File: src/cieac_pkg.sv
// Constants, register map and carrier types for the CAN interrupt enable
// and arbitration-lost capture block.
// Assumes an APB3 master with 32-bit data and a 100 MHz system clock.
package cieac_pkg;

    // Register indices; byte address is four times the index
    localparam logic [7:0]  FLAG_IDX  = 8'h03;
    localparam logic [7:0]  IE_IDX    = 8'h04;
    localparam logic [7:0]  CAP_IDX   = 8'h0B;
    localparam logic [31:0] FLAG_ADDR = {22'h000000, FLAG_IDX, 2'h0};
    localparam logic [31:0] IE_ADDR   = {22'h000000, IE_IDX, 2'h0};
    localparam logic [31:0] CAP_ADDR  = {22'h000000, CAP_IDX, 2'h0};

    // Source positions in the enable and flag registers
    localparam int BIT_BUS_ERR  = 7;
    localparam int BIT_ARB_LOST = 6;
    localparam int BIT_ERR_PASS = 5;
    localparam int BIT_UNUSED   = 4;
    localparam int BIT_OVERRUN  = 3;
    localparam int BIT_ERR_WARN = 2;
    localparam int BIT_TRANSMIT = 1;
    localparam int BIT_RECEIVE  = 0;

    // Capture field layout
    localparam int CAP_W   = 5;
    localparam int IDBIT_W = 6;

    // Reset values and write mask
    localparam logic [7:0]       IE_RST   = 8'h00;
    localparam logic [7:0]       IE_MASK  = 8'hEF;
    localparam logic [CAP_W-1:0] CAP_RST  = 5'h00;
    localparam logic             FLAG_RST = 1'h0;

    typedef enum logic [1:0] {
        CIEAC_PH_IDLE = 2'h1,
        CIEAC_PH_ANS  = 2'h2
    } cieac_phase_t;

    typedef struct packed {
        logic        psel;
        logic        penable;
        logic        pwrite;
        logic [31:0] paddr;
        logic [31:0] pwdata;
    } cieac_apb_req_t;

    typedef struct packed {
        logic        pready;
        logic [31:0] prdata;
        logic        pslverr;
    } cieac_apb_rsp_t;

    typedef struct packed {
        logic bus_error;
        logic arb_lost;
        logic error_passive;
        logic overrun;
        logic error_warning;
        logic transmit;
    } cieac_evt_t;

    typedef struct packed {
        logic flag;
    } cieac_cell_st_t;

    typedef struct packed {
        cieac_phase_t     phase;
        logic [7:0]       ie;
        logic             rx_flag;
        logic [CAP_W-1:0] cap_val;
        logic             cap_full;
        logic             cap_seen;
        logic             irq;
        cieac_apb_rsp_t   rsp;
    } cieac_state_t;

    localparam cieac_apb_rsp_t RSP_IDLE = '{pready: 1'h0, prdata: 32'h00000000,
                                           pslverr: 1'h0};

    localparam cieac_state_t ST_RST = '{phase: CIEAC_PH_IDLE, ie: IE_RST,
                                        rx_flag: FLAG_RST, cap_val: CAP_RST,
                                        cap_full: 1'h0, cap_seen: 1'h0,
                                        irq: 1'h0, rsp: RSP_IDLE};

endpackage : cieac_pkg

File: src/cieac_flag_cell.sv
// One sticky interrupt flag: set by an enabled event, cleared by a clear
// pulse. Set and clear come from logic on the same clock.
`timescale 1ns/100ps
module cieac_flag_cell #(
    parameter logic RESET_VAL = cieac_pkg::FLAG_RST
) (
    input  logic clk_sys,
    input  logic rst_n,
    input  logic enable,
    input  logic set_evt,
    input  logic clr,
    output logic flag
);

    cieac_pkg::cieac_cell_st_t st_reg;
    cieac_pkg::cieac_cell_st_t st_next;

    always_comb begin
        st_next = st_reg;
        // Set wins so an event in the clearing cycle is kept
        st_next.flag = (st_reg.flag && !clr) || (set_evt && enable);
    end

    always_ff @(posedge clk_sys) begin
        if (!rst_n) begin
            st_reg.flag <= RESET_VAL;
        end else begin
            st_reg <= st_next;
        end
    end

    assign flag = st_reg.flag;
endmodule : cieac_flag_cell

File: src/cieac_top.sv
// Interrupt enable, interrupt flags and arbitration-lost capture of a
// CAN controller, reached over APB.
// Assumes event strobes and the bit position come from logic on clk_sys.
//
// Contract
// - A source flag sets, and raises the interrupt, only while enabled.
// - Enable bit 7 gates the bus error source.
// - Enable bit 6 gates the arbitration lost source.
// - Enable bit 5 gates the error passive source.
// - Enable bit 4 is unused and gates no source.
// - Enable bit 3 gates the data overrun source.
// - Enable bit 2 gates the error warning source.
// - Enable bit 1 gates transmit, bit 0 gates receive.
// - On arbitration loss the bit position is latched into the capture.
// - A latched capture holds until software reads it.
// - Capture sits in bits 4..0; bits 7..5 read zero.
// - Captured value is identifier bit number minus one, 0 to 31.
// - Arbitration lost flag sets on loss when its enable is set.
// - Reading flags clears them, except receive, cleared when FIFO empties.
//
// Added by the designer: register access over APB.
`timescale 1ns/100ps
module cieac_top (
    input  logic                           clk_sys,
    input  logic                           rst_n,
    input  cieac_pkg::cieac_apb_req_t      apb_req,
    output cieac_pkg::cieac_apb_rsp_t      apb_rsp,
    input  cieac_pkg::cieac_evt_t          evt,
    input  logic [cieac_pkg::IDBIT_W-1:0]  lost_bit_position,
    input  logic                           rx_fifo_not_empty,
    output logic                           irq
);

    cieac_pkg::cieac_state_t st_reg;
    cieac_pkg::cieac_state_t st_next;

    wire logic [7:0] flag_w;
    logic      [7:0] set_v;
    logic      [7:0] clr_v;

    logic setup;
    logic done;
    logic hit_flag;
    logic hit_ie;
    logic hit_cap;
    logic flag_rd_done;
    logic ie_wr_done;
    logic cap_rd_done;
    logic cap_armed;
    logic [cieac_pkg::CAP_W-1:0] cap_new;
    logic [31:0] rd_val;

    // Request decode
    always_comb begin
        setup    = apb_req.psel && !apb_req.penable;
        done     = apb_req.psel && apb_req.penable && st_reg.rsp.pready;
        hit_flag = apb_req.paddr[31:2] == cieac_pkg::FLAG_ADDR[31:2];
        hit_ie   = apb_req.paddr[31:2] == cieac_pkg::IE_ADDR[31:2];
        hit_cap  = apb_req.paddr[31:2] == cieac_pkg::CAP_ADDR[31:2];
        flag_rd_done = done && !apb_req.pwrite && hit_flag;
        ie_wr_done   = done && apb_req.pwrite && hit_ie;
        cap_rd_done  = done && !apb_req.pwrite && hit_cap;
    end

    // Event vector in enable-register bit order
    always_comb begin
        set_v = 8'h00;
        set_v[cieac_pkg::BIT_BUS_ERR]  = evt.bus_error;
        set_v[cieac_pkg::BIT_ARB_LOST] = evt.arb_lost;
        set_v[cieac_pkg::BIT_ERR_PASS] = evt.error_passive;
        set_v[cieac_pkg::BIT_OVERRUN]  = evt.overrun;
        set_v[cieac_pkg::BIT_ERR_WARN] = evt.error_warning;
        set_v[cieac_pkg::BIT_TRANSMIT] = evt.transmit;
    end

    always_comb begin
        clr_v = 8'h00;
        if (flag_rd_done) begin
            // Only bits actually returned are cleared; newer events survive
            clr_v = st_reg.rsp.prdata[7:0];
        end
        clr_v[cieac_pkg::BIT_RECEIVE] = 1'h0;
    end

    genvar gi;
    generate
        for (gi = 1; gi < 8; gi++) begin : g_src
            if (gi != cieac_pkg::BIT_UNUSED) begin : g_cell
                cieac_flag_cell #(
                    .RESET_VAL (cieac_pkg::FLAG_RST)
                ) u_cell (
                    .clk_sys (clk_sys),
                    .rst_n   (rst_n),
                    .enable  (st_reg.ie[gi]),
                    .set_evt (set_v[gi]),
                    .clr     (clr_v[gi]),
                    .flag    (flag_w[gi])
                );
            end
        end
    endgenerate

    assign flag_w[cieac_pkg::BIT_UNUSED]  = 1'h0;
    assign flag_w[cieac_pkg::BIT_RECEIVE] = st_reg.rx_flag;

    // Read multiplexer
    always_comb begin
        rd_val = 32'h00000000;
        if (hit_flag) begin
            rd_val[7:0] = flag_w;
        end else if (hit_ie) begin
            rd_val[7:0] = st_reg.ie;
        end else if (hit_cap) begin
            rd_val[cieac_pkg::CAP_W-1:0] = st_reg.cap_val;
        end
    end

    always_comb begin
        cap_new = cieac_pkg::CAP_W'(lost_bit_position - 6'h01);
    end

    always_comb begin
        // Only a read that returned a held value releases the latch
        cap_armed = !st_reg.cap_full || (cap_rd_done && st_reg.cap_seen);
    end

    always_comb begin
        st_next = st_reg;

        case (st_reg.phase)
            cieac_pkg::CIEAC_PH_IDLE: begin
                if (setup) begin
                    st_next.phase       = cieac_pkg::CIEAC_PH_ANS;
                    st_next.rsp.pready  = 1'h1;
                    st_next.rsp.pslverr = !(hit_flag || hit_ie || hit_cap);
                    st_next.rsp.prdata  = apb_req.pwrite ? 32'h00000000 : rd_val;
                    st_next.cap_seen    = st_reg.cap_full;
                end
            end
            cieac_pkg::CIEAC_PH_ANS: begin
                if (done || !apb_req.psel) begin
                    st_next.phase = cieac_pkg::CIEAC_PH_IDLE;
                    st_next.rsp   = cieac_pkg::RSP_IDLE;
                end
            end
            default: begin
                st_next.phase = cieac_pkg::CIEAC_PH_IDLE;
                st_next.rsp   = cieac_pkg::RSP_IDLE;
            end
        endcase

        if (ie_wr_done) begin
            st_next.ie = apb_req.pwdata[7:0] & cieac_pkg::IE_MASK;
        end

        st_next.rx_flag = rx_fifo_not_empty && st_reg.ie[cieac_pkg::BIT_RECEIVE];

        if (cap_rd_done && st_reg.cap_seen) begin
            st_next.cap_full = 1'h0;
        end
        if (evt.arb_lost && cap_armed) begin
            st_next.cap_val  = cap_new;
            st_next.cap_full = 1'h1;
        end

        st_next.irq = |flag_w;
    end

    always_ff @(posedge clk_sys) begin
        if (!rst_n) begin
            st_reg <= cieac_pkg::ST_RST;
        end else begin
            st_reg <= st_next;
        end
    end

    assign apb_rsp = st_reg.rsp;
    assign irq     = st_reg.irq;
endmodule : cieac_top

File: config.mk
export PLATFORM = sky130hd
export DESIGN_NAME = cieac_top
export DESIGN_NICKNAME = d
export VERILOG_FILES = /design/src/cieac_pkg.sv /design/src/cieac_flag_cell.sv /design/src/cieac_top.sv
export SDC_FILE = /design/constraint.sdc
export NUM_CORES = 1
export LEC_CHECK = 0
export BUFFER_PORTS_ARGS = -buffer_cell sky130_fd_sc_hd__buf_2
export CORE_UTILIZATION = 43
export CTS_CLUSTER_DIAMETER = 40
export DETAILED_ROUTE_END_ITERATION = 12
export GPL_TIMING_DRIVEN = 0
export HOLD_SLACK_MARGIN = 0.15
export MAX_ROUTING_LAYER = met4
export PLACE_DENSITY = 0.8
export SETUP_SLACK_MARGIN = 0.4
export SYNTH_ARGS = -nofsm -noshare
export SYNTH_HDL_FRONTEND = slang
export SYNTH_SLANG_ARGS = --single-unit
File: constraint.sdc
create_clock -name clk_sys -period 2.2 [get_ports clk_sys]
set_input_delay 0.11 -clock clk_sys [delete_from_list [all_inputs] [get_ports clk_sys]]
set_output_delay 0.11 -clock clk_sys [all_outputs]
set_load 0.05 [all_outputs]
==> flow_summary.json <==
{
  "yosys_warnings": 0,
  "hold_depth": 3,
  "num_antenna_cells": 0,
  "fin_crit_sh_pct": 77.6,
  "fin_ws_ns": 0.493,
  "cts_sinks": 33,
  "crit_chain": "buf_2 > or4_4 > nor4_4 > nand3_2 > o211ai_1 > a21oi_1",
  "yosysTopAreaCell": "dfxtp_1",
  "h-tree-depth": 2,
  "crit_type": "input port to flop",
  "syn_to_final_growth_pct": 42.0,
  "ys_ff_latch": 33,
  "synth.distinct_cells": 42,
  "synth-edff-count": 0,
  "worstPathArrival_ns": 1.86,
  "final_nets": 410,
  "clk_pin_slew_ns": 0.06,
  "relSlewSlack_pct": 43.4,
  "n_fill_cell": 363,
  "cp_max_fo": 8,
  "min_period_ns": 1.71,
  "crit_buf_inv": 1,
  "start_kind": "input port",
  "clockBufferDepth": 2,
  "rows": 23,
  "grt_pass1_wl_um": 7130,
  "endpoint_kind": "flop",
  "yosys.area.top_type_share_pct": 35.2,
  "p_total_w": 0.00134,
  "drive_gt1_share_pct": 37.2,
  "grt_pass1_vias": 1657,
  "yosys-top-cells-area": "dfxtp_1 35%, buf_4 14%, nor2_1 4.4%",
  "combPwrFrac_pct": 22.3,
  "critPathTopFamily": "simple AND/OR/NAND/NOR gates",
  "final_max_slew_viol_count": 0,
  "fin_worst_skew_ns": 0.00451,
  "cp.depth": 6,
  "grt_antenna_before_repair": 0,
  "ir_worst_vdd_uv": 410,
  "vias": 1844,
  "start_util_pct": 46.0,
  "grt_usage_pct": 21.4,
  "clkLatencyLatePin_ns": 0.28,
  "p_sw_w": 0.000384,
  "routedWlPerCell_um": 12.2,
  "hp-class": "input port to flop",
  "hpwlAfterDp_um": 3380,
  "required_ns": 2.35,
  "critPathMaxStageDelay_ns": 0.59,
  "synthTopCellsByCount": "34 x buf_4, 33 x dfxtp_1, 22 x nor2_1",
  "routed_wl_um": 4610,
  "vias_per_cell": 4.88,
  "drtPass1Iterations": 4,
  "largest_register_ffs": 16,
  "finalHoldViolations": 0,
  "slowest_stage": "or4_4",
  "grt_start_max_net_pins": 11,
  "status": "completed",
  "synth_area_mm2": 0.00188,
  "max_freq_mhz": 586,
  "yosysMostFrequentCell": "buf_4",
  "switching_share_pct": 28.7,
  "drt-initial-drc-count": 82,
  "cap_violations": 0,
  "placement.io_buffers": 64,
  "r2r_cells": 6,
  "p_int_w": 0.000953,
  "design_area_mm2": 0.00267,
  "p_per_area_mw_per_mm2": 501,
  "rsz0062_at_grt": "no",
  "die_y_um": 68.1,
  "drc": 0,
  "worstMarginPinSlew_ns": 0.849,
  "pre_cts_ws_ns": 0.228,
  "grt-ovfl-total": 0,
  "async_reset_ff_share_pct": 0,
  "synth_top_flop_cell": "dfxtp_1",
  "seqPwrFrac_pct": 46.3,
  "ant_nets": 0,
  "p_clk_share_pct": 31.5,
  "die_x_um": 68.1,
  "syn-instance-count": 211,
  "fin_util_pct": 65.3,
  "finalSetupViolations": 0,
  "multi_input_area_mm2": 0.00102,
  "ys_seq_area_share_pct": 35.2,
  "gp_congestion": 0.854,
  "syn_area_per_cell_um2": 8.90,
  "final.setup.tns_ns": 0,
  "io_pins": 117,
  "numCtsBuffers": 5,
  "fp.dieArea_mm2": 0.00464,
  "place_area_mm2": 0.00235,
  "regArea_um2": 661,
  "cellLeakagePower_nw": 1.22,
  "clockRootBuffer": "clkbuf_8",
  "tritoncts": "built",
  "core_area_mm2": 0.00409
}
==> area by class of cell <==
cell class | instances | area share, %
clock buffer | 8 | 3.00
inverter | 6 | 0.844
timing repair buffer | 86 | 20.8
sequential | 33 | 24.8
multi-input combinational | 157 | 38.1
tap | 50 | 2.35
buffer | 38 | 10.1
==> cell usage in the layout (no fill, tap or decap), types with 3 or more instances in the layout <==
cell	netlist	layout
o21ai_0	7	7
mux2i_1	8	8
clkbuf_8	0	5
xnor2_1	3	3
a22oi_1	3	3
a211oi_1	5	5
dlygate4sd3_1	0	18
o211ai_1	4	4
nand2_1	19	19
buf_2	0	64
conb_1	1	24
buf_4	34	36
and3_1	3	3
dfxtp_1	33	33
nor2_1	22	22
nor4_1	4	4
inv_1	6	6
a21oi_1	13	13
a22o_2	3	3
a221o_1	4	4
clkbuf_1	4	7
nand3_1	5	5
==> worst paths after layout <==
path	slack (ns)	from	endpoint
max reg2reg	0.54	st_reg[52]$_SDFFE_PN0P_	st_reg[40]$_SDFFE_PN0P_
min reg2reg	0.45	apb_rsp[1]$_SDFFE_PN0P_	apb_rsp[1]$_SDFFE_PN0P_
max	0.49	apb_req[39]	apb_rsp[1]$_SDFFE_PN0P_
min	0.15	lost_bit_position[3]	st_reg[40]$_SDFFE_PN0P_
==> metrics by stage <==
| stage | instances | hold slack (ns) |
|---|---|---|
| after floorplan | 234 | 0.203 |
| final | 378 | 0.154 |
| after CTS | 376 | 0.155 |
| after detailed placement | 348 | 0.329 |
| after global placement | 348 | 0.327 |
| after global routing | 378 | 0.154 |
==> power by group through the flow <==
stage / clock network, W / logic [W] / registers, W
floorplan: 0 / 0.000190 / 0.000629
global placement: 0 / 0.000259 / 0.000631
detailed placement: 0 / 0.000263 / 0.000632
finish: 0.000421 / 0.000298 / 0.000619
CTS: 0.000425 / 0.000288 / 0.000619
global route: 0.000456 / 0.000320 / 0.000620
==> worst min-delay path, cell delays in order <==
cell	delay (ns)
buf_2	0.10
xnor2_1	0.11
a211oi_1	0.06
==> layer usage <==
metal | track usage [%] | share of wire (%) | vias up
li1 | - | - | 933
met1 | 24.5 | 42 | 839
met2 | 36.8 | 52 | 65
met3 | 4.83 | 5.3 | 7
met4 | 6.51 | 0.78 | 0
met5 | - | 0 | -
==> cells by family after synthesis <==
family	Yosys count	share of synthesized area (%)
adders and majority gates	1	0.666
muxes	8	4.26
xor gates and xnor gates	4	1.87
DFF	33	35.2
buffers and inverters	44	15.6
and+or+nand+nor	76	25.4
other	1	0.200
AOI/OAI and AO/OA	44	16.8
==> repair_timing <==
action | CTS | global route
gates resized for setup | 0 | 1
hold endpoints to repair | 18 | 0
hold buffers | 18 | 0
setup buffers | 2 | 2
pin swaps | 0 | 2
setup endpoints to repair | 5 | 18
gates cloned | 0 | 0
(Power assumes the default switching activity.)
